[src/tmw_pkg.sv]
// Purpose: shared constants and types for the 16-bit waveform timer core
// Assumes: count clock arrives as a one-cycle enable from an outside prescaler
// Notes:   mode codes follow the 4-bit wave mode select encoding
package tmw_pkg;
	localparam logic [3:0] MODE_NORMAL  = 4'h0;
	localparam logic [3:0] MODE_PC8     = 4'h1;
	localparam logic [3:0] MODE_PC9     = 4'h2;
	localparam logic [3:0] MODE_PC10    = 4'h3;
	localparam logic [3:0] MODE_CTC_A   = 4'h4;
	localparam logic [3:0] MODE_FP8     = 4'h5;
	localparam logic [3:0] MODE_FP9     = 4'h6;
	localparam logic [3:0] MODE_FP10    = 4'h7;
	localparam logic [3:0] MODE_PFC_CAP = 4'h8;
	localparam logic [3:0] MODE_PFC_A   = 4'h9;
	localparam logic [3:0] MODE_PC_CAP  = 4'hA;
	localparam logic [3:0] MODE_PC_A    = 4'hB;
	localparam logic [3:0] MODE_CTC_CAP = 4'hC;
	localparam logic [3:0] MODE_FP_CAP  = 4'hE;
	localparam logic [3:0] MODE_FP_A    = 4'hF;
	localparam logic [15:0] TOP_8BIT    = 16'h00FF;
	localparam logic [15:0] TOP_9BIT    = 16'h01FF;
	localparam logic [15:0] TOP_10BIT   = 16'h03FF;
	localparam logic [15:0] TOP_MAX     = 16'hFFFF;
	localparam logic [15:0] BOTTOM      = 16'h0000;
	localparam logic [15:0] COUNT_RESET = 16'h0000;
	localparam logic [1:0]  COM_OFF     = 2'h0;
	localparam logic [1:0]  COM_TOGGLE  = 2'h1;
	localparam logic [1:0]  COM_CLEAR   = 2'h2;
	localparam logic [1:0]  COM_SET     = 2'h3;
	localparam int          NUM_CH      = 2;

	typedef enum logic [1:0] {
		TMW_NORMAL = 2'b00,
		TMW_CTC    = 2'b01,
		TMW_FAST   = 2'b11,
		TMW_DUAL   = 2'b10
	} tmw_kind_t;

	// decoded view of the wave mode select
	typedef struct packed {
		tmw_kind_t   kind;
		logic        pfc;
		logic [15:0] top;
		logic        top_is_a;
	} tmw_mode_t;

	// per-channel configuration as seen by a compare unit
	typedef struct packed {
		logic [1:0]  output_mode;
		logic [15:0] buffered;
		logic        pin_dir_out;
	} tmw_chan_cfg_t;
endpackage

[src/tmw_mode_decode.sv]
// Purpose: turns the wave mode select into counting kind and TOP value
// Assumes: capture and compare A values are stable across a count clock
// Notes:   purely combinational
`timescale 1ns/1ps
module tmw_mode_decode (
	input  wire logic [3:0]         wave_mode_select_i,
	input  wire logic [15:0]        capture_value_i,
	input  wire logic [15:0]        compare_a_value_i,
	output tmw_pkg::tmw_mode_t      mode_o
);
	always_comb begin
		mode_o.kind     = tmw_pkg::TMW_NORMAL;
		mode_o.pfc      = 1'b0;
		mode_o.top      = tmw_pkg::TOP_MAX;
		mode_o.top_is_a = 1'b0;
		case (wave_mode_select_i)
			tmw_pkg::MODE_CTC_A: begin
				mode_o.kind     = tmw_pkg::TMW_CTC;
				mode_o.top      = compare_a_value_i;
				mode_o.top_is_a = 1'b1;
			end
			tmw_pkg::MODE_CTC_CAP: begin
				mode_o.kind = tmw_pkg::TMW_CTC;
				mode_o.top  = capture_value_i;
			end
			tmw_pkg::MODE_FP8: begin
				mode_o.kind = tmw_pkg::TMW_FAST;
				mode_o.top  = tmw_pkg::TOP_8BIT;
			end
			tmw_pkg::MODE_FP9: begin
				mode_o.kind = tmw_pkg::TMW_FAST;
				mode_o.top  = tmw_pkg::TOP_9BIT;
			end
			tmw_pkg::MODE_FP10: begin
				mode_o.kind = tmw_pkg::TMW_FAST;
				mode_o.top  = tmw_pkg::TOP_10BIT;
			end
			tmw_pkg::MODE_FP_CAP: begin
				mode_o.kind = tmw_pkg::TMW_FAST;
				mode_o.top  = capture_value_i;
			end
			tmw_pkg::MODE_FP_A: begin
				mode_o.kind     = tmw_pkg::TMW_FAST;
				mode_o.top      = compare_a_value_i;
				mode_o.top_is_a = 1'b1;
			end
			tmw_pkg::MODE_PC8: begin
				mode_o.kind = tmw_pkg::TMW_DUAL;
				mode_o.top  = tmw_pkg::TOP_8BIT;
			end
			tmw_pkg::MODE_PC9: begin
				mode_o.kind = tmw_pkg::TMW_DUAL;
				mode_o.top  = tmw_pkg::TOP_9BIT;
			end
			tmw_pkg::MODE_PC10: begin
				mode_o.kind = tmw_pkg::TMW_DUAL;
				mode_o.top  = tmw_pkg::TOP_10BIT;
			end
			tmw_pkg::MODE_PC_CAP: begin
				mode_o.kind = tmw_pkg::TMW_DUAL;
				mode_o.top  = capture_value_i;
			end
			tmw_pkg::MODE_PC_A: begin
				mode_o.kind     = tmw_pkg::TMW_DUAL;
				mode_o.top      = compare_a_value_i;
				mode_o.top_is_a = 1'b1;
			end
			tmw_pkg::MODE_PFC_CAP: begin
				mode_o.kind = tmw_pkg::TMW_DUAL;
				mode_o.pfc  = 1'b1;
				mode_o.top  = capture_value_i;
			end
			tmw_pkg::MODE_PFC_A: begin
				mode_o.kind     = tmw_pkg::TMW_DUAL;
				mode_o.pfc      = 1'b1;
				mode_o.top      = compare_a_value_i;
				mode_o.top_is_a = 1'b1;
			end
			// undescribed codes fall back to plain counting
			default: begin
				mode_o.kind = tmw_pkg::TMW_NORMAL;
			end
		endcase
	end
endmodule

[src/tmw_compare_unit.sv]
// Purpose: one output compare channel: active value, match and waveform
// Assumes: count_en_i is the one-cycle count clock enable
// Notes:   the active value is loaded on the load strobe in pwm kinds
`timescale 1ns/1ps
module tmw_compare_unit (
	input  wire logic                  ref_clk_i,
	input  wire logic                  rst_i,
	input  wire logic                  count_en_i,
	input  tmw_pkg::tmw_kind_t         kind_i,
	input  tmw_pkg::tmw_chan_cfg_t     cfg_i,
	input  wire logic [15:0]           count_i,
	input  wire logic [15:0]           next_count_i,
	input  wire logic [15:0]           top_i,
	input  wire logic                  down_i,
	input  wire logic                  load_i,
	input  wire logic                  start_i,
	output logic [15:0]                active_o,
	output logic                       match_o,
	output logic                       wave_o
);
	logic [15:0] next_active;
	logic        next_wave;
	logic        buffered_kind;
	logic        hit;

	// unbuffered kinds see software writes at once
	assign buffered_kind = (kind_i == tmw_pkg::TMW_FAST) ||
	                       (kind_i == tmw_pkg::TMW_DUAL);
	assign hit = (count_i == active_o);
	assign match_o = count_en_i && hit;

	always_comb begin
		next_active = active_o;
		next_wave   = wave_o;
		if (!buffered_kind) begin
			next_active = cfg_i.buffered;
		end else if (count_en_i && load_i) begin
			next_active = cfg_i.buffered;
		end
		if (count_en_i) begin
			case (kind_i)
				tmw_pkg::TMW_FAST: begin
					if (cfg_i.output_mode == tmw_pkg::COM_TOGGLE) begin
						if (hit) begin
							next_wave = ~wave_o;
						end
					end else if (cfg_i.output_mode != tmw_pkg::COM_OFF) begin
						// match beats the bottom update so compare equal to top stays flat
						if (hit) begin
							next_wave = (cfg_i.output_mode ==
							             tmw_pkg::COM_SET);
						end else if (next_count_i == tmw_pkg::BOTTOM) begin
							next_wave = (cfg_i.output_mode ==
							             tmw_pkg::COM_CLEAR);
						end
					end
				end
				tmw_pkg::TMW_DUAL: begin
					if (cfg_i.output_mode == tmw_pkg::COM_TOGGLE) begin
						if (hit) begin
							next_wave = ~wave_o;
						end
					end else if (cfg_i.output_mode != tmw_pkg::COM_OFF) begin
						if (hit && (active_o != top_i) &&
						    (active_o != tmw_pkg::BOTTOM)) begin
							next_wave = (down_i ^ (cfg_i.output_mode ==
							             tmw_pkg::COM_SET));
						end else if (load_i && (active_o == top_i) &&
						             (cfg_i.buffered != top_i)) begin
							next_wave = ~wave_o;
						end else if (start_i && (count_i > active_o)) begin
							next_wave = ~wave_o;
						end else if (active_o == top_i) begin
							next_wave = (cfg_i.output_mode ==
							             tmw_pkg::COM_CLEAR);
						end else if (active_o == tmw_pkg::BOTTOM) begin
							next_wave = (cfg_i.output_mode ==
							             tmw_pkg::COM_SET);
						end
					end
				end
				default: begin
					if (cfg_i.output_mode == tmw_pkg::COM_TOGGLE && hit) begin
						next_wave = ~wave_o;
					end else if (hit &&
					             cfg_i.output_mode != tmw_pkg::COM_OFF) begin
						next_wave = (cfg_i.output_mode == tmw_pkg::COM_SET);
					end
				end
			endcase
		end
	end

	always_ff @(posedge ref_clk_i) begin
		if (rst_i) begin
			active_o <= tmw_pkg::COUNT_RESET;
			wave_o   <= 1'b0;
		end else begin
			active_o <= next_active;
			wave_o   <= next_wave;
		end
	end
endmodule

[src/tmw_core.sv]
// Purpose: 16-bit waveform timer core: counter, flags, two compare channels
// Assumes: count_en_i is a one-cycle pulse from the outside prescaler
// Notes:   flags are sticky; clear strobes lose to a same-cycle set
//
// Contract
// - codes 4 and 12 select clear-on-match
// - clear-on-match counts up, zero after TOP
// - match flag A sets when count reaches compare A (TOP in code 4)
// - clear-on-match compare writes apply immediately
// - wrap from max sets overflow flag
// - count clock comes from external prescaler
// - codes 5,6,7,14,15 select fast pwm
// - fast pwm counts zero to TOP, restarts
// - fast pwm: overflow and compare load at TOP
// - fast pwm: match clears, bottom sets output (mode 3 inverts)
// - compare zero spikes, compare TOP holds
// - toggle mode with A as TOP squares
// - codes 1,2,3,10,11 select phase-correct pwm
// - dual slope reverses at TOP and zero
// - phase-correct: overflow at zero, load at TOP
// - up match one level, down the other
// - forced toggles keep phase-correct waveform symmetric
// - codes 8 and 9 select phase-frequency-correct
// - phase-frequency-correct: overflow and load at zero
// - code 0 counts freely to 0xFFFF
// - output mode 1 toggles on match
`timescale 1ns/1ps
module tmw_core (
	input  wire logic        ref_clk_i,
	input  wire logic        rst_i,
	input  wire logic        count_en_i,
	input  wire logic [3:0]  wave_mode_select_i,
	input  wire logic [15:0] capture_value_i,
	input  wire logic [15:0] compare_a_value_i,
	input  wire logic [15:0] compare_b_value_i,
	input  wire logic [1:0]  compare_a_output_mode_i,
	input  wire logic [1:0]  compare_b_output_mode_i,
	input  wire logic        pin_a_dir_out_i,
	input  wire logic        pin_b_dir_out_i,
	input  wire logic        count_write_i,
	input  wire logic [15:0] count_write_value_i,
	input  wire logic        overflow_clear_i,
	input  wire logic        match_a_clear_i,
	input  wire logic        match_b_clear_i,
	input  wire logic        overflow_irq_en_i,
	input  wire logic        match_a_irq_en_i,
	input  wire logic        match_b_irq_en_i,
	output logic [15:0]      count_value_o,
	output logic [15:0]      active_a_o,
	output logic [15:0]      active_b_o,
	output logic             overflow_flag_o,
	output logic             compare_a_match_flag_o,
	output logic             compare_b_match_flag_o,
	output logic             overflow_irq_o,
	output logic             compare_a_irq_o,
	output logic             compare_b_irq_o,
	output logic             compare_a_output_o,
	output logic             compare_b_output_o,
	output logic             compare_a_pin_o,
	output logic             compare_b_pin_o,
	output logic             count_down_o
);
	tmw_pkg::tmw_mode_t     mode;
	tmw_pkg::tmw_chan_cfg_t cfg [tmw_pkg::NUM_CH];
	logic [15:0]            count;
	logic [15:0]            next_count;
	logic                   down;
	logic                   next_down;
	logic                   started;
	logic                   next_started;
	logic                   ovf;
	logic                   next_ovf;
	logic [1:0]             mflag;
	logic [1:0]             next_mflag;
	logic [1:0]             match;
	logic [1:0]             wave;
	logic [15:0]            active [tmw_pkg::NUM_CH];
	logic [1:0]             next_pin;
	logic [1:0]             pin;
	logic [1:0]             irq;
	logic [1:0]             next_irq;
	logic                   ovf_irq;
	logic                   load;
	logic                   ovf_evt;
	logic                   at_top;
	logic                   at_bottom;
	logic [15:0]            top;

	tmw_mode_decode u_decode (
		.wave_mode_select_i (wave_mode_select_i),
		.capture_value_i    (capture_value_i),
		.compare_a_value_i  (compare_a_value_i),
		.mode_o             (mode)
	);

	// in pwm kinds with A as TOP the active copy governs the period
	assign top = (mode.top_is_a && mode.kind != tmw_pkg::TMW_CTC) ?
	             active[0] : mode.top;
	assign at_top    = (count == top);
	assign at_bottom = (count == tmw_pkg::BOTTOM);

	assign cfg[0] = '{output_mode: compare_a_output_mode_i,
	                  buffered: compare_a_value_i,
	                  pin_dir_out: pin_a_dir_out_i};
	assign cfg[1] = '{output_mode: compare_b_output_mode_i,
	                  buffered: compare_b_value_i,
	                  pin_dir_out: pin_b_dir_out_i};

	// counter, direction and the load/overflow event points
	always_comb begin
		next_count   = count;
		next_down    = down;
		next_started = started;
		load         = 1'b0;
		ovf_evt      = 1'b0;
		case (mode.kind)
			tmw_pkg::TMW_CTC: begin
				next_down = 1'b0;
				if (at_top) begin
					next_count = tmw_pkg::BOTTOM;
				end else begin
					next_count = count + 16'h0001;
				end
				// a TOP of 0xFFFF still wraps through zero and must flag it
				ovf_evt = (count == tmw_pkg::TOP_MAX);
			end
			tmw_pkg::TMW_FAST: begin
				next_down = 1'b0;
				if (count >= top) begin
					next_count = tmw_pkg::BOTTOM;
				end else begin
					next_count = count + 16'h0001;
				end
				load    = at_top;
				ovf_evt = at_top;
			end
			tmw_pkg::TMW_DUAL: begin
				if (count >= top) begin
					next_down  = 1'b1;
					next_count = (top == tmw_pkg::BOTTOM) ? top :
					             top - 16'h0001;
				end else if (at_bottom) begin
					next_down  = 1'b0;
					next_count = 16'h0001;
				end else if (down) begin
					next_count = count - 16'h0001;
				end else begin
					next_count = count + 16'h0001;
				end
				// top may move under a capture write; pfc relies on software
				load    = mode.pfc ? at_bottom : at_top;
				ovf_evt = at_bottom;
			end
			default: begin
				next_down  = 1'b0;
				next_count = count + 16'h0001;
				ovf_evt    = (count == tmw_pkg::TOP_MAX);
			end
		endcase
		if (!count_en_i) begin
			next_count = count;
			next_down  = down;
			load       = 1'b0;
			ovf_evt    = 1'b0;
		end else begin
			next_started = 1'b1;
		end
		if (count_write_i) begin
			next_count   = count_write_value_i;
			next_started = 1'b0;
		end
	end

	generate
		for (genvar i = 0; i < tmw_pkg::NUM_CH; i++) begin : g_ch
			tmw_compare_unit u_cmp (
				.ref_clk_i    (ref_clk_i),
				.rst_i        (rst_i),
				.count_en_i   (count_en_i),
				.kind_i       (mode.kind),
				.cfg_i        (cfg[i]),
				.count_i      (count),
				.next_count_i (next_count),
				.top_i        (top),
				.down_i       (down),
				.load_i       (load),
				.start_i      (!started),
				.active_o     (active[i]),
				.match_o      (match[i]),
				.wave_o       (wave[i])
			);
		end
	endgenerate

	// sticky flags: a set in the clear cycle wins
	always_comb begin
		next_ovf = ovf_evt || (ovf && !overflow_clear_i);
		next_mflag[0] = match[0] ||
		                (mflag[0] && !match_a_clear_i);
		next_mflag[1] = match[1] || (mflag[1] && !match_b_clear_i);
		next_irq[0] = next_mflag[0] && match_a_irq_en_i;
		next_irq[1] = next_mflag[1] && match_b_irq_en_i;
		for (int i = 0; i < tmw_pkg::NUM_CH; i++) begin
			next_pin[i] = wave[i] && cfg[i].pin_dir_out;
		end
	end

	always_ff @(posedge ref_clk_i) begin
		if (rst_i) begin
			count   <= tmw_pkg::COUNT_RESET;
			down    <= 1'b0;
			started <= 1'b0;
			ovf     <= 1'b0;
			mflag   <= 2'h0;
			irq     <= 2'h0;
			ovf_irq <= 1'b0;
			pin     <= 2'h0;
		end else begin
			count   <= next_count;
			down    <= next_down;
			started <= next_started;
			ovf     <= next_ovf;
			mflag   <= next_mflag;
			irq     <= next_irq;
			ovf_irq <= next_ovf && overflow_irq_en_i;
			pin     <= next_pin;
		end
	end

	// output ports mirror flip-flops directly
	assign count_value_o          = count;
	assign active_a_o             = active[0];
	assign active_b_o             = active[1];
	assign overflow_flag_o        = ovf;
	assign compare_a_match_flag_o = mflag[0];
	assign compare_b_match_flag_o = mflag[1];
	assign overflow_irq_o         = ovf_irq;
	assign compare_a_irq_o        = irq[0];
	assign compare_b_irq_o        = irq[1];
	assign compare_a_output_o     = wave[0];
	assign compare_b_output_o     = wave[1];
	assign compare_a_pin_o        = pin[0];
	assign compare_b_pin_o        = pin[1];
	assign count_down_o           = down;
endmodule

[config.mk]
export PLATFORM = sky130hd
export DESIGN_NAME = tmw_core
export DESIGN_NICKNAME = d
export VERILOG_FILES = /design/src/tmw_pkg.sv /design/src/tmw_mode_decode.sv /design/src/tmw_compare_unit.sv /design/src/tmw_core.sv
export SDC_FILE = /design/constraint.sdc
export NUM_CORES = 1
export LEC_CHECK = 0
export BUFFER_PORTS_ARGS = -buffer_cell sky130_fd_sc_hd__buf_2
export CAP_MARGIN = 20
export CORE_AREA = 10 10 134 185
export CTS_CLUSTER_DIAMETER = 30
export CTS_CLUSTER_SIZE = 16
export DETAILED_ROUTE_END_ITERATION = 8
export DIE_AREA = 0 0 144 195
export HOLD_SLACK_MARGIN = 0.15
export PLACE_DENSITY = 0.64
export SYNTH_ARGS = -nofsm -noshare
export SYNTH_HDL_FRONTEND = slang
export SYNTH_SLANG_ARGS = --single-unit
export TNS_END_PERCENT = 30
[constraint.sdc]
create_clock -name ref_clk_i -period 6.67 [get_ports ref_clk_i]
set_input_delay 0.667 -clock ref_clk_i [delete_from_list [all_inputs] [get_ports ref_clk_i]]
set_output_delay 0.667 -clock ref_clk_i [all_outputs]
set_load 0.02 [all_outputs]
# [After elaboration in Yosys (flattened, before gate mapping)]
# Cells that the tools add are included.
[op_classes] add_sub_neg=3 magnitude_cmp=3 eq_ne=44 n_mux=56 n_bitwise=4 reduce_logical=58
[ops] op="$mux 16" count=13
[ops] op="$eq 16x16->1" count=5
[ops] op="$logic_not 16->1" count=5
[ops] op="$pmux 16 s5" count=1
[ops] op="$ne 16x16->1" count=4
[ops] op="$pmux 16 s3" count=1
[ops] op="$mux 1" count=36
[ops] op="$gt 16x16->1" count=2
[ops] op="$reduce_bool 16->1" count=2
[ops] op="$sub 16x1->16 const B" count=2
[ops] op="$eq 4x4->1 const B" count=7
[ops] op="$logic_and 1x1->1" count=26
[ops] op="$add 16x1->16 const B" count=1
[ops] op="$eq 16x16->1 const B" count=1
[ops] op="$eq 4x3->1 const B" count=4
[ops] op="$ge 16x16->1" count=1
[ops] op="$eq 2x2->1 const B" count=6
[ops] op="$reduce_and 6->1" count=2
[ops] op="$reduce_or 2->1" count=6
[ops] op="$ne 3x3->1 const B" count=3
[ops] op="$eq 4x2->1 const B" count=2
[ops] op="$pmux 1 s2" count=4
[ops] op="$reduce_bool 4->1" count=2
[ops] op="$reduce_or 4->1" count=2
[ops] op="18 further kinds" count=30
[totals] register_bits=60 in_bits=84 elab_cells=180

# [Logic depth before layout (Yosys ltp)]
# Gate-level depths: netlist (run 1).
[logic_depth] depth_word=18 mapped_depth=21

# [Cells and area by module]
# A second synthesis (run 1) with hierarchy kept.
[hier_totals] hier_cells=1054 area_unflattened_um2=7552.2
[by_module_without_submodules] mod="tmw_core" n_inst=1 cells_per_inst=514 area_per_inst_um2=3681.0 seq_area_each_um2=520.5
[by_module_without_submodules] mod="tmw_compare_unit" n_inst=2 cells_per_inst=225 area_per_inst_um2=1660.3 seq_area_each_um2=340.3
[by_module_without_submodules] mod="tmw_mode_decode" n_inst=1 cells_per_inst=90 area_per_inst_um2=550.5 seq_area_each_um2=0.0

# [Worst setup path before layout (run 1)]
# Ideal clock, no wire load.
[synth_path] path_kind="input-to-reg" from="input wave_mode_select_i[1]" to="register g_ch[1].u_cmp.wave_o" setup_ns=0.123 t_arrival_ns=5.102 path_slack_ns=1.444 stages=19 path_cell_list="buf_6 nor2b_1 or2_2 buf_2 buf_1 o21ai_1 ha_1 nand4_1 or2_2 or3_1 a31oi_2 nand2_1 a221oi_1 o22ai_1 a2111oi_0 nand4_1 nor2_1 o41ai_2 mux2_1"
[synth_between] elab_chain_len=17
[synth_rtl] element="start: declaration" line_no="tmw_core.sv:32" rtl="input wire logic [3:0] wave_mode_select_i,"
[synth_rtl] element="branches (longest 17 deep; another with $sub 16x1->16)"
[synth_rtl] element="end signal: assignment" line_no="tmw_compare_unit.sv:100" rtl="wave_o <= next_wave;"
[synth_rtl] element="end: declaration" line_no="tmw_compare_unit.sv:19" rtl="output logic wave_o"
# Several ways; the timed one is not identified. The select of a mux whose other input is x is not followed.
# A chain may end at the register's enable or synchronous reset.

# [Worst setup path in the final report (run 1)]
[layout_path] from="input wave_mode_select_i[2]" to="register g_ch[1].u_cmp.wave_o"
# The elaborated chain is that of the path after synthesis.

==> summary.md, run 1 <==
| Metric | Value |
|---|---|
| # clock sinks | `60` |
| Slew @ Worst Pin | `1.03 ns` |
| Headroom to the max-slew limit | `31.1%` |
| Fmax | `0.171 GHz` |
| Vias | `9,316` |
| Rows | `64` |
| Cts hold-fix bufs | `0` |
| Max-Cap Viols | `0` |
| Initial antenna violation count | `0` |
| Tmin final | `5.86 ns` |
| Syn avg cell area | `6.95 um^2` |
| Top FF cell, synth | `dfxtp_1` |
| Total CTS buffers | `9` |
| Area growth syn-to-layout | `17.7%` |
| Drt wl/cell | `24.7 um` |
| Setup bufs post-CTS | `0` |
| Crit path max fanout | `29` |
| Pleak | `0.00347 uW` |
| Die height | `195 um` |
| Distinct cells, synth | `78` |
| Final HPWL DP | `27.2 mm` |
| Pin count of the biggest net entering global routing | `59` |
| Post-route DRC | `0` |
| Power per cell area | `183 nW/um^2` |
| Routed WL | `35.7 mm` |
| DR iter-0 viols | `1,090` |
| Resized Gates After CTS | `0` |
| Final Hold Fails | `0` |
| CP cell instances | `buf_2, nor2b_1, or2_2, o21a_1, inv_1, ha_1, nand4_1, or2_2, or3_1, a31oi_2, nand3_1, a221oi_1, nand3_1, nor4b_1, nand4_1, nor2_1, o41ai_2, mux2_1` |
| Cell total after placement | `1,430` |
| Slowest library cell on the worst path | `nor4b_1` |
| CP endpoint kind | `flop` |
| Initial Util | `34.2%` |
| VDD IR-drop max | `0.112 mV` |
| Final non-filler cell total | `1,446` |
| Die area | `28,100 um^2` |
| Met2 GRT Util | `41.1%` |
| Top-Level Pins | `143` |
| Final setup vio count | `0` |
| Clock skew | `0.0216 ns` |
| Ys Warns | `0` |
| Worst endpoint required time | `6.91 ns` |
| M1 GR Usage | `26.6%` |
| GR peak layer | `met2` |
| Drt pass-1 iters | `6` |
| Synthesized instance count | `1,060` |
| Met3 Track Usage GR | `5.44%` |
| Ant diodes | `0` |
| Longest Clk Path Bufs | `2` |
| Setup Crit Path Kind | `primary input to flop` |
| FFs w/ async S/R, synth | `0%` |
| Slew Limit Fails | `0` |
| Crit path launch type | `primary input` |
| Core ar. | `21,500 um^2` |
| Post-synthesis cell area | `7370 um^2` |
| CP arrival | `6.09 ns` |
| Layout cells sized above 1 | `17.7%` |
| Seq cells post-synth | `60` |
| Worst hold path type | `flop to flop` |
| Tot GR Track Use | `24.5%` |
| H-tree depth | `3` |
| Total power | `1590 uW` |
| Layout Nets | `1,314` |
| CP max stage delay | `0.51 ns` |
| Final antenna-violating net count | `0` |
| GPL Wtd Cong | `0.994` |
| Post-DR vias/cell | `6.44` |
| Root Buffer | `clkbuf_16` |
| EDFF count, synth | `0` |
| Grt ovf | `0` |
| CTS tree | `yes` |
| Clk Latency, worst-skew pair | `0.37 ns` |
| Clk slew on worst S/H paths | `0.05 ns` |
| Fin Setup TNS | `0 ns` |
| Status | `completed` |
| Tcrit/Tclk final | `87.8%` |
| First-pass GRT wire length | `53.5 mm` |
| Sequential share of the synthesized area | `16.3%` |
| Fillers | `2,305` |
| Synthesized Nets | `1,197` |
| Chip Width | `144 um` |
| RSZ-0062 raised after global routing | `false` |
| Vias in the first global route | `8,974` |
| Port Buffers | `142` |
cells in the final DEF, fill, tap and decap left out, types with 14 or more instances in the layout:
cell / n
a21oi_1: 87
a221oi_1: 14
buf_2: 142
buf_4: 26
dfxtp_1: 60
ha_1: 53
inv_1: 52
nand2_1: 116
nand3_1: 28
nand4_1: 32
nor2_1: 84
nor2b_1: 33
nor3_1: 28
nor4_1: 25
o21ai_0: 58
o22ai_1: 14
o31ai_1: 14
xnor2_1: 40
xor2_1: 19
registers in the layout (all words and copies together), names as in the netlist:
signal / flops
g_ch.u_cmp.active_o: 32
mflag: 2
g_ch.u_cmp.wave_o: 2
overflow_irq_o: 1
count_down_o: 1
irq: 2
started: 1
pin: 2
overflow_flag_o: 1
count_value_o: 16
final timing paths:
check                             from                    to  slack, ns  depth (start not counted)
max              wave_mode_select_i[2]  g_ch[1].u_cmp.wave_o       0.81                         18
min                    overflow_flag_o       overflow_flag_o       0.50                          2
max reg2reg  g_ch[0].u_cmp.active_o[7]  g_ch[1].u_cmp.wave_o       1.61                         16
min reg2reg            overflow_flag_o       overflow_flag_o       0.50                          2
logic make-up (layout without fill, tap and decap cells):
| kind of cell | Yosys count | in the layout | synth area share [%] |
|---|---|---|---|
| buffers and inverters | 115 | 237 | 6.20 |
| flip-flops | 60 | 60 | 16.3 |
| adder cells (fa/ha/maj) | 53 | 53 | 9.00 |
| AO/OA/AOI/OAI | 326 | 326 | 29.6 |
| AND/OR/NAND/NOR | 440 | 440 | 30.9 |
| XOR/XNOR | 59 | 59 | 7.01 |
| multiplexers | 7 | 7 | 0.985 |
stage by stage:
step / instance area [um^2] / hold slack, ns / setup slack (ns) / utilization (%)
floorplan: 7370 / 0.481 / 1.44 / -
global placement: 8350 / 0.479 / 0.641 / 38.8
detailed placement: 8350 / 0.492 / 0.568 / 38.8
CTS: 8670 / 0.499 / 0.917 / 40.3
global route: 8670 / 0.515 / 0.367 / 40.3
finish: 8670 / 0.497 / 0.813 / 40.3
routing by layer:
metal / share of wire (%) / wire, um / vias up
li1: - / - / 4209
met1: 37 / 13100 / 4355
met2: 48 / 17300 / 579
met3: 7.8 / 2770 / 173
met4: 7.3 / 2620 / 0
met5: 0 / 0 / -
where the power goes:
group / switching (uW) / internal [uW] / leakage [uW]
clock network: 194 / 337 / 0.000153
registers: 52.4 / 381 / 0.000493
logic: 397 / 229 / 0.00283
total: 644 / 947 / 0.00347
cell type report:
| cell class | count | area (um^2) | area share (%) |
|---|---|---|---|
| Clock inverter | 4 | 72.6 | 0.837 |
| Timing Repair Buffer | 168 | 906 | 10.4 |
| Multi-Input combinational cell | 885 | 5720 | 65.9 |
| Tap cell | 264 | 330 | 3.81 |
| Sequential cell | 60 | 1200 | 13.9 |
| Clock buffer | 12 | 246 | 2.84 |
| Inverter | 53 | 199 | 2.29 |
worst max-delay path, delay by kind of cell:
family	cells	cell delay, ns
and+or+nand+nor	10	3.02
AOI/OAI and AO/OA	4	1.23
buffers and inverters	2	0.52
muxes	1	0.32
adders and majority gates	1	0.31
cells in the mapped netlist (all sizes together) (12+ instances only):
| cell | n | area, um^2 |
|---|---|---|
| nor4b | 12 | 105 |
| nor3 | 29 | 145 |
| nor2b | 33 | 206 |
| o211ai | 12 | 90.1 |
| xor2 | 19 | 166 |
| nor2 | 84 | 315 |
| inv | 52 | 195 |
| nand2 | 116 | 435 |
| o31ai | 14 | 105 |
| nand4 | 32 | 200 |
| nand3 | 28 | 140 |
| xnor2 | 40 | 350 |
| ha | 53 | 663 |
| clkbuf | 48 | 181 |
| dfxtp | 60 | 1200 |
| a21oi | 87 | 435 |
| o21a | 12 | 90.1 |
| a221oi | 14 | 123 |
| buf | 14 | 76.3 |
| o21ai | 67 | 335 |
| o22ai | 15 | 100 |
| nor4 | 25 | 156 |
Note: power is estimated with default switching activity, not from simulation.
==> run 2: changes to the inputs <==
--- a/config.mk
+++ b/config.mk
@@ -7,11 +7,11 @@
 export LEC_CHECK = 0
 export BUFFER_PORTS_ARGS = -buffer_cell sky130_fd_sc_hd__buf_2
 export CAP_MARGIN = 20
-export CORE_AREA = 10 10 134 185
+export CORE_AREA = 10 10 157 159
 export CTS_CLUSTER_DIAMETER = 30
 export CTS_CLUSTER_SIZE = 16
 export DETAILED_ROUTE_END_ITERATION = 8
-export DIE_AREA = 0 0 144 195
+export DIE_AREA = 0 0 167 169
 export HOLD_SLACK_MARGIN = 0.15
 export PLACE_DENSITY = 0.64
 export SYNTH_ARGS = -nofsm -noshare
==> run 2 against run 1 <==
Effect of this change:
- combinational power about the same
- die area increased by 0.51%
- via count down 2.7%
- wire length is 3.6% lower
- core utilization rose by 0.058 points
- critical path depth unchanged
- worst hold slack got worse by 0.011 ns
- sequential power about the same
- flip-flop and latch count unchanged
- critical path type unchanged
- critical endpoint unchanged
- largest power group unchanged
==> summary.md, run 2 (synthesis gave the netlist of run 1 again) <==
| Metric | Value |
|---|---|
| Final Hold Fails | `0 (unchanged)` |
| Drt wl/cell | `23.5 um (was 24.7 um)` |
| Clock skew | `0.00822 ns (was 0.0216 ns)` |
| Tmin final | `6.02 ns (was 5.86 ns)` |
| Largest Register | `g_ch.u_cmp.active_o (unchanged)` |
| Final non-filler cell total | `1,463 (was 1,446)` |
| Finished Cell Area | `8690 um^2 (was 8670 um^2)` |
| Setup Crit Path Kind | `primary input to flop (unchanged)` |
| RSZ-0062 raised after global routing | `false (unchanged)` |
| Tot GR Track Use | `23.2% (was 24.5%)` |
| R2r setup slk | `1.55 ns (was 1.61 ns)` |
| Slew Limit Fails | `0 (unchanged)` |
| Fin Setup TNS | `0 ns (unchanged)` |
| Setup bufs post-CTS | `0 (unchanged)` |
| VDD IR-drop max | `0.121 mV (was 0.112 mV)` |
| Initial antenna violation count | `0 (unchanged)` |
| Drt pass-1 iters | `6 (unchanged)` |
| Layout Nets | `1,315 (was 1,314)` |
| First-pass GRT wire length | `51.9 mm (was 53.5 mm)` |
| Final HPWL DP | `26.3 mm (was 27.2 mm)` |
| Cell total after placement | `1,446 (was 1,430)` |
| Commonest non-fill, non-tap cells in the layout | `buf_2 (142), nand2_1 (116), a21oi_1 (87) (unchanged)` |
| Initial Util | `34.2% (about the same)` |
| Crit path launch type | `primary input (unchanged)` |
| # clock sinks | `60 (unchanged)` |
| H-tree depth | `3 (unchanged)` |
| Crit path max fanout | `20 (was 29)` |
| Ant diodes | `0 (unchanged)` |
| Routed WL | `34.4 mm (was 35.7 mm)` |
| Cts hold-fix bufs | `0 (unchanged)` |
| Post-DR vias/cell | `6.19 (was 6.44)` |
| Fillers | `2,278 (was 2,305)` |
| Area growth syn-to-layout | `17.9% (was 17.7%)` |
| Grt ovf | `0 (unchanged)` |
| Worst hold path type | `flop to flop (unchanged)` |
| Longest Clk Path Bufs | `2 (unchanged)` |
| Vias in the first global route | `8,725 (was 8,974)` |
| Slowest library cell on the worst path | `o21ai_0 (was nor4b_1)` |
| Post-route DRC | `0 (unchanged)` |
| Pleak | `0.00348 uW (was 0.00347 uW)` |
| DR iter-0 viols | `1,277 (was 1,090)` |
| Final antenna-violating net count | `0 (unchanged)` |
| Resized Gates After CTS | `0 (unchanged)` |
| Rows | `54 (was 64)` |
| Slew @ Worst Pin | `0.892 ns (was 1.03 ns)` |
| Max reg flops | `32 (unchanged)` |
| Layout cells sized above 1 | `17.8% (was 17.7%)` |
| Status | `completed (unchanged)` |
| Max-Cap Viols | `0 (unchanged)` |
| CP arrival | `6.25 ns (was 6.09 ns)` |
| CP max stage delay | `0.55 ns (was 0.51 ns)` |
| Final Util | `40.3% (about the same)` |
| Tcrit/Tclk final | `90.2% (was 87.8%)` |
| Top-Level Pins | `143 (unchanged)` |
| Clk Latency, worst-skew pair | `0.35 ns (was 0.37 ns)` |
| Fmax | `0.166 GHz (was 0.171 GHz)` |
| Final setup vio count | `0 (unchanged)` |
| Core ar. | `21,600 um^2 (was 21,500 um^2)` |
| Die area | `28,200 um^2 (was 28,100 um^2)` |
| Vias | `9,062 (was 9,316)` |
| DP Area | `8370 um^2 (was 8350 um^2)` |
| CTS tree | `yes (unchanged)` |
| Worst endpoint required time | `6.90 ns (was 6.91 ns)` |
| Chip Width | `167 um (was 144 um)` |
| Power per cell area | `177 nW/um^2 (was 183 nW/um^2)` |
| CP cell instances | `buf_2, or3_1, o21ai_0, o21a_1, inv_1, ha_1, nand4_1, or2_2, or3_1, a31oi_2, nand2_1, a221oi_1, o22ai_1, a2111oi_0, nand4_1, nor2_1, o41ai_2, mux2_1 (was buf_2, nor2b_1, or2_2, o21a_1, inv_1, ha_1, nand4_1, or2_2, or3_1, a31oi_2, nand3_1, a221oi_1, nand3_1, nor4b_1, nand4_1, nor2_1, o41ai_2, mux2_1)` |
| Clk slew on worst S/H paths | `0.05 ns (about the same)` |
| Port Buffers | `142 (unchanged)` |
| Commonest non-fill, non-tap cell in the layout | `buf_2 (unchanged)` |
| Root Buffer | `clkbuf_16 (unchanged)` |
| CP endpoint kind | `flop (unchanged)` |
| Die height | `169 um (was 195 um)` |
| Headroom to the max-slew limit | `40.5% (was 31.1%)` |
| GPL Wtd Cong | `0.995 (was 0.994)` |
| Pin count of the biggest net entering global routing | `59 (unchanged)` |
| Total CTS buffers | `9 (unchanged)` |
-- run 2: power breakdown --
part           switching (uW)  total, uW  internal [uW]  leakage [uW]
clock                     186        485            299      0.000153
sequential               49.7        431            381      0.000493
combinational             395        624            229       0.00283
total                     631       1540            909       0.00348
-- run 2: stage by stage --
| stage | worst slack, ns | hold slack, ns | total power [uW] |
|---|---|---|---|
| after floorplan | 1.44 | 0.481 | 820 |
| after global placement | 0.679 | 0.481 | 1040 |
| after detailed placement | 0.454 | 0.482 | 1040 |
| after CTS | 0.816 | 0.489 | 1530 |
| after global routing | 0.291 | 0.517 | 1610 |
| final | 0.652 | 0.486 | 1540 |
-- run 2: area by class of cell --
cell class                      count  area [um^2]  area share, %
Inverter                           53          199           2.29
Clock buffer                       10          239           2.75
Clock inverter                      6         62.6          0.720
Tap cell                          280          350           4.03
Sequential cell                    60         1200           13.8
Multi-Input combinational cell    885         5710           65.7
Timing Repair Buffer              169          926           10.7
-- run 2: layer usage --
layer	wire [um]	vias to the layer above	share of wire, %	track usage [%]
met5	0	-	0	0
met4	1730	0	5.0	12.4
met3	3800	107	11	6.32
met2	14700	560	43	35.0
met1	14200	4200	41	29.4
li1	-	4195	-	-
-- run 2: critical path, delay by kind of cell --
| family | cells | cell delay (ns) |
|---|---|---|
| compound gates | 7 | 2.46 |
| buf+inv | 2 | 0.34 |
| simple gates | 7 | 2.13 |
| mux | 1 | 0.33 |
| fa+ha+maj | 1 | 0.31 |
-- run 2: worst paths after layout --
check                             from              endpoint  cells past startpoint
max              wave_mode_select_i[1]  g_ch[1].u_cmp.wave_o                     18
min                    overflow_flag_o       overflow_flag_o                      2
max reg2reg  g_ch[0].u_cmp.active_o[8]  g_ch[1].u_cmp.wave_o                     15
min reg2reg            overflow_flag_o       overflow_flag_o                      2
==> run 3: changes to the inputs <==
--- a/config.mk
+++ b/config.mk
@@ -7,13 +7,13 @@
 export LEC_CHECK = 0
 export BUFFER_PORTS_ARGS = -buffer_cell sky130_fd_sc_hd__buf_2
 export CAP_MARGIN = 20
-export CORE_AREA = 10 10 157 159
+export CORE_AREA = 10 10 183 185
 export CTS_CLUSTER_DIAMETER = 30
 export CTS_CLUSTER_SIZE = 16
 export DETAILED_ROUTE_END_ITERATION = 8
-export DIE_AREA = 0 0 167 169
+export DIE_AREA = 0 0 193 195
 export HOLD_SLACK_MARGIN = 0.15
-export PLACE_DENSITY = 0.64
+export PLACE_DENSITY = 0.52
 export SYNTH_ARGS = -nofsm -noshare
 export SYNTH_HDL_FRONTEND = slang
 export SYNTH_SLANG_ARGS = --single-unit
==> run 3 against run 2 <==
Effect of this change:
- clock-buffer cell count did not move
- first-iteration DRC count down 11%
- non-clock buffer count is 6 higher
- largest power group unchanged
- highest routed layer unchanged
==> summary.md, run 3 (synthesis gave the netlist of run 1 again) <==
| Metric | Value |
|---|---|
| Status | `completed (unchanged)` |
| First-pass GRT wire length | `57.1 mm (was 51.9 mm)` |
| Tcrit/Tclk final | `86.4% (was 90.2%)` |
| Ant diodes | `0 (unchanged)` |
| Fillers | `3,333 (was 2,278)` |
| Area growth syn-to-layout | `20.9% (was 17.9%)` |
| Longest Clk Path Bufs | `2 (unchanged)` |
| # clock sinks | `60 (unchanged)` |
| Total CTS buffers | `9 (unchanged)` |
| Post-route DRC | `0 (unchanged)` |
| Final WS setup | `0.904 ns (was 0.652 ns)` |
| GPL Wtd Cong | `0.945 (was 0.995)` |
| Port Buffers | `142 (unchanged)` |
| H-tree depth | `3 (unchanged)` |
| CTS tree | `yes (unchanged)` |
| Clk Latency, worst-skew pair | `0.35 ns (about the same)` |
| Rows | `64 (was 54)` |
| Tmin final | `5.77 ns (was 6.02 ns)` |
| Grt ovf | `0 (unchanged)` |
| Comb pwr share | `39.6% (was 40.5%)` |
| CP endpoint kind | `flop (unchanged)` |
| Top-Level Pins | `143 (unchanged)` |
| Worst hold slack | `0.501 ns (was 0.486 ns)` |
| Switch Pwr | `661 uW (was 631 uW)` |
| Worst reg-to-reg path cell count | `16 (was 15)` |
| Pleak | `0.00351 uW (was 0.00348 uW)` |
| Drt wl/cell | `24.2 um (was 23.5 um)` |
| Clock network power share | `34.5% (was 31.5%)` |
| Final setup vio count | `0 (unchanged)` |
| Die height | `195 um (was 169 um)` |
| Root Buffer | `clkbuf_16 (unchanged)` |
| Initial Util | `24.5% (was 34.2%)` |
| Largest Register | `g_ch.u_cmp.active_o (unchanged)` |
| Slew @ Worst Pin | `0.888 ns (was 0.892 ns)` |
| R2r endpoint | `g_ch[1].u_cmp.wave_o (unchanged)` |
| Min-delay src | `overflow_flag_o (unchanged)` |
| Cts hold-fix bufs | `0 (unchanged)` |
| Slew Limit Fails | `0 (unchanged)` |
| Clock skew | `0.00909 ns (was 0.00822 ns)` |
| Post-DR vias/cell | `5.81 (was 6.19)` |
| CP arrival | `6.00 ns (was 6.25 ns)` |
| Initial antenna violation count | `0 (unchanged)` |
| Layout Nets | `1,321 (was 1,315)` |
| Clk slew on worst S/H paths | `0.06 ns (was 0.05 ns)` |
| Max-Cap Viols | `0 (unchanged)` |
| Die area | `37,600 um^2 (was 28,200 um^2)` |
| Max reg flops | `32 (unchanged)` |
| Vias in the first global route | `8,880 (was 8,725)` |
| Cell total after placement | `1,569 (was 1,446)` |
| R2r setup slk | `1.78 ns (was 1.55 ns)` |
| Final antenna-violating net count | `0 (unchanged)` |
| R2r startpoint | `g_ch[0].u_cmp.active_o[8] (unchanged)` |
| Final HPWL DP | `29.2 mm (was 26.3 mm)` |
| Crit path max fanout | `20 (unchanged)` |
| Tot GR Track Use | `19.7% (was 23.2%)` |
| Pin count of the biggest net entering global routing | `59 (unchanged)` |
| Int Pwr | `980 uW (was 909 uW)` |
| Core ar. | `30,000 um^2 (was 21,600 um^2)` |
| Critical path endpoint | `g_ch[1].u_cmp.wave_o (unchanged)` |
| Drt pass-1 iters | `5 (was 6)` |
| Worst endpoint required time | `6.90 ns (about the same)` |
| Register share of total power | `25.9% (was 28.0%)` |
| Post-Place Worst Slack | `0.660 ns (was 0.454 ns)` |
| Setup bufs post-CTS | `0 (unchanged)` |
| Layout cells sized above 1 | `18.2% (was 17.8%)` |
| Final non-filler cell total | `1,585 (was 1,463)` |
| Final Hold Fails | `0 (unchanged)` |
| Commonest non-fill, non-tap cells in the layout | `buf_2 (142), nand2_1 (116), a21oi_1 (87) (unchanged)` |
| Commonest non-fill, non-tap cell in the layout | `buf_2 (unchanged)` |
| Vias | `9,204 (was 9,062)` |
| Resized Gates After CTS | `0 (unchanged)` |
| Fmax | `0.173 GHz (was 0.166 GHz)` |
| DR iter-0 viols | `1,136 (was 1,277)` |
| Routed WL | `38.3 mm (was 34.4 mm)` |
| Sw Share | `40.3% (was 41.0%)` |
| Fin Setup TNS | `0 ns (unchanged)` |
| RSZ-0062 raised after global routing | `false (unchanged)` |
| Chip Width | `193 um (was 167 um)` |
| Headroom to the max-slew limit | `40.7% (was 40.5%)` |
| Power per cell area | `184 nW/um^2 (was 177 nW/um^2)` |
| Crit path launch type | `primary input (unchanged)` |
| CP startpoint | `wave_mode_select_i[1] (unchanged)` |
| VDD IR-drop max | `0.124 mV (was 0.121 mV)` |
| Worst hold path type | `flop to flop (unchanged)` |
| Setup Crit Path Kind | `primary input to flop (unchanged)` |
## run 3: worst min-delay path by stage
stage	to	slack, ns	cells past startpoint
6_report	overflow_flag_o	0.50	2
5_1_grt	irq[0]	0.52	2
4_1_cts	overflow_flag_o	0.50	2
3_5_place_dp	overflow_flag_o	0.49	2
3_3_place_gp	overflow_flag_o	0.47	2
2_1_floorplan	started	0.48	2
## run 3: layer usage
metal | track usage [%] | part of all wire, % | vias to the layer above
li1 | - | - | 4210
met1 | 26.6 | 45 | 4426
met2 | 30.8 | 45 | 503
met3 | 3.72 | 8.2 | 65
met4 | 5.96 | 2.5 | 0
met5 | 0 | 0 | -
## run 3: layout make-up
cell class	count	area [um^2]	area share [%]
multi-input combinational	885	5710	64.1
clock inverter	6	111	1.25
sequential	60	1200	13.5
tap	396	495	5.56
clock buffer	10	229	2.57
timing repair buffer	175	958	10.8
inverter	53	199	2.23
## run 3: power groups by stage
stage               sequential (uW)  clock, uW  combinational, uW
global route                    429        586                704
finish                          426        566                649
floorplan                       443          0                376
CTS                             425        576                637
global placement                433          0                632
detailed placement              432          0                633
## run 3: metrics by stage
step	util, %	instance area, um^2	total power (uW)
2_1_floorplan	-	7370	820
5_1_grt	29.7	8900	1720
4_1_cts	29.7	8900	1640
6_report	29.7	8900	1640
3_5_place_dp	28.5	8560	1070
3_3_place_gp	28.5	8560	1060
## run 3: worst max-delay path, stage by stage
cell and delay [ns]:
buf_2 0.23, or3_1 0.53, o21ai_0 0.48, nand2_1 0.38
ha_1 0.44, nand4_1 0.18, or2_2 0.37, or3_1 0.38
a31oi_2 0.20, buf_4 0.19, nand2_1 0.19, a221oi_1 0.31
o22ai_1 0.15, a2111oi_0 0.48, nand4_1 0.19, nor2_1 0.18
o41ai_2 0.09, mux2_1 0.33
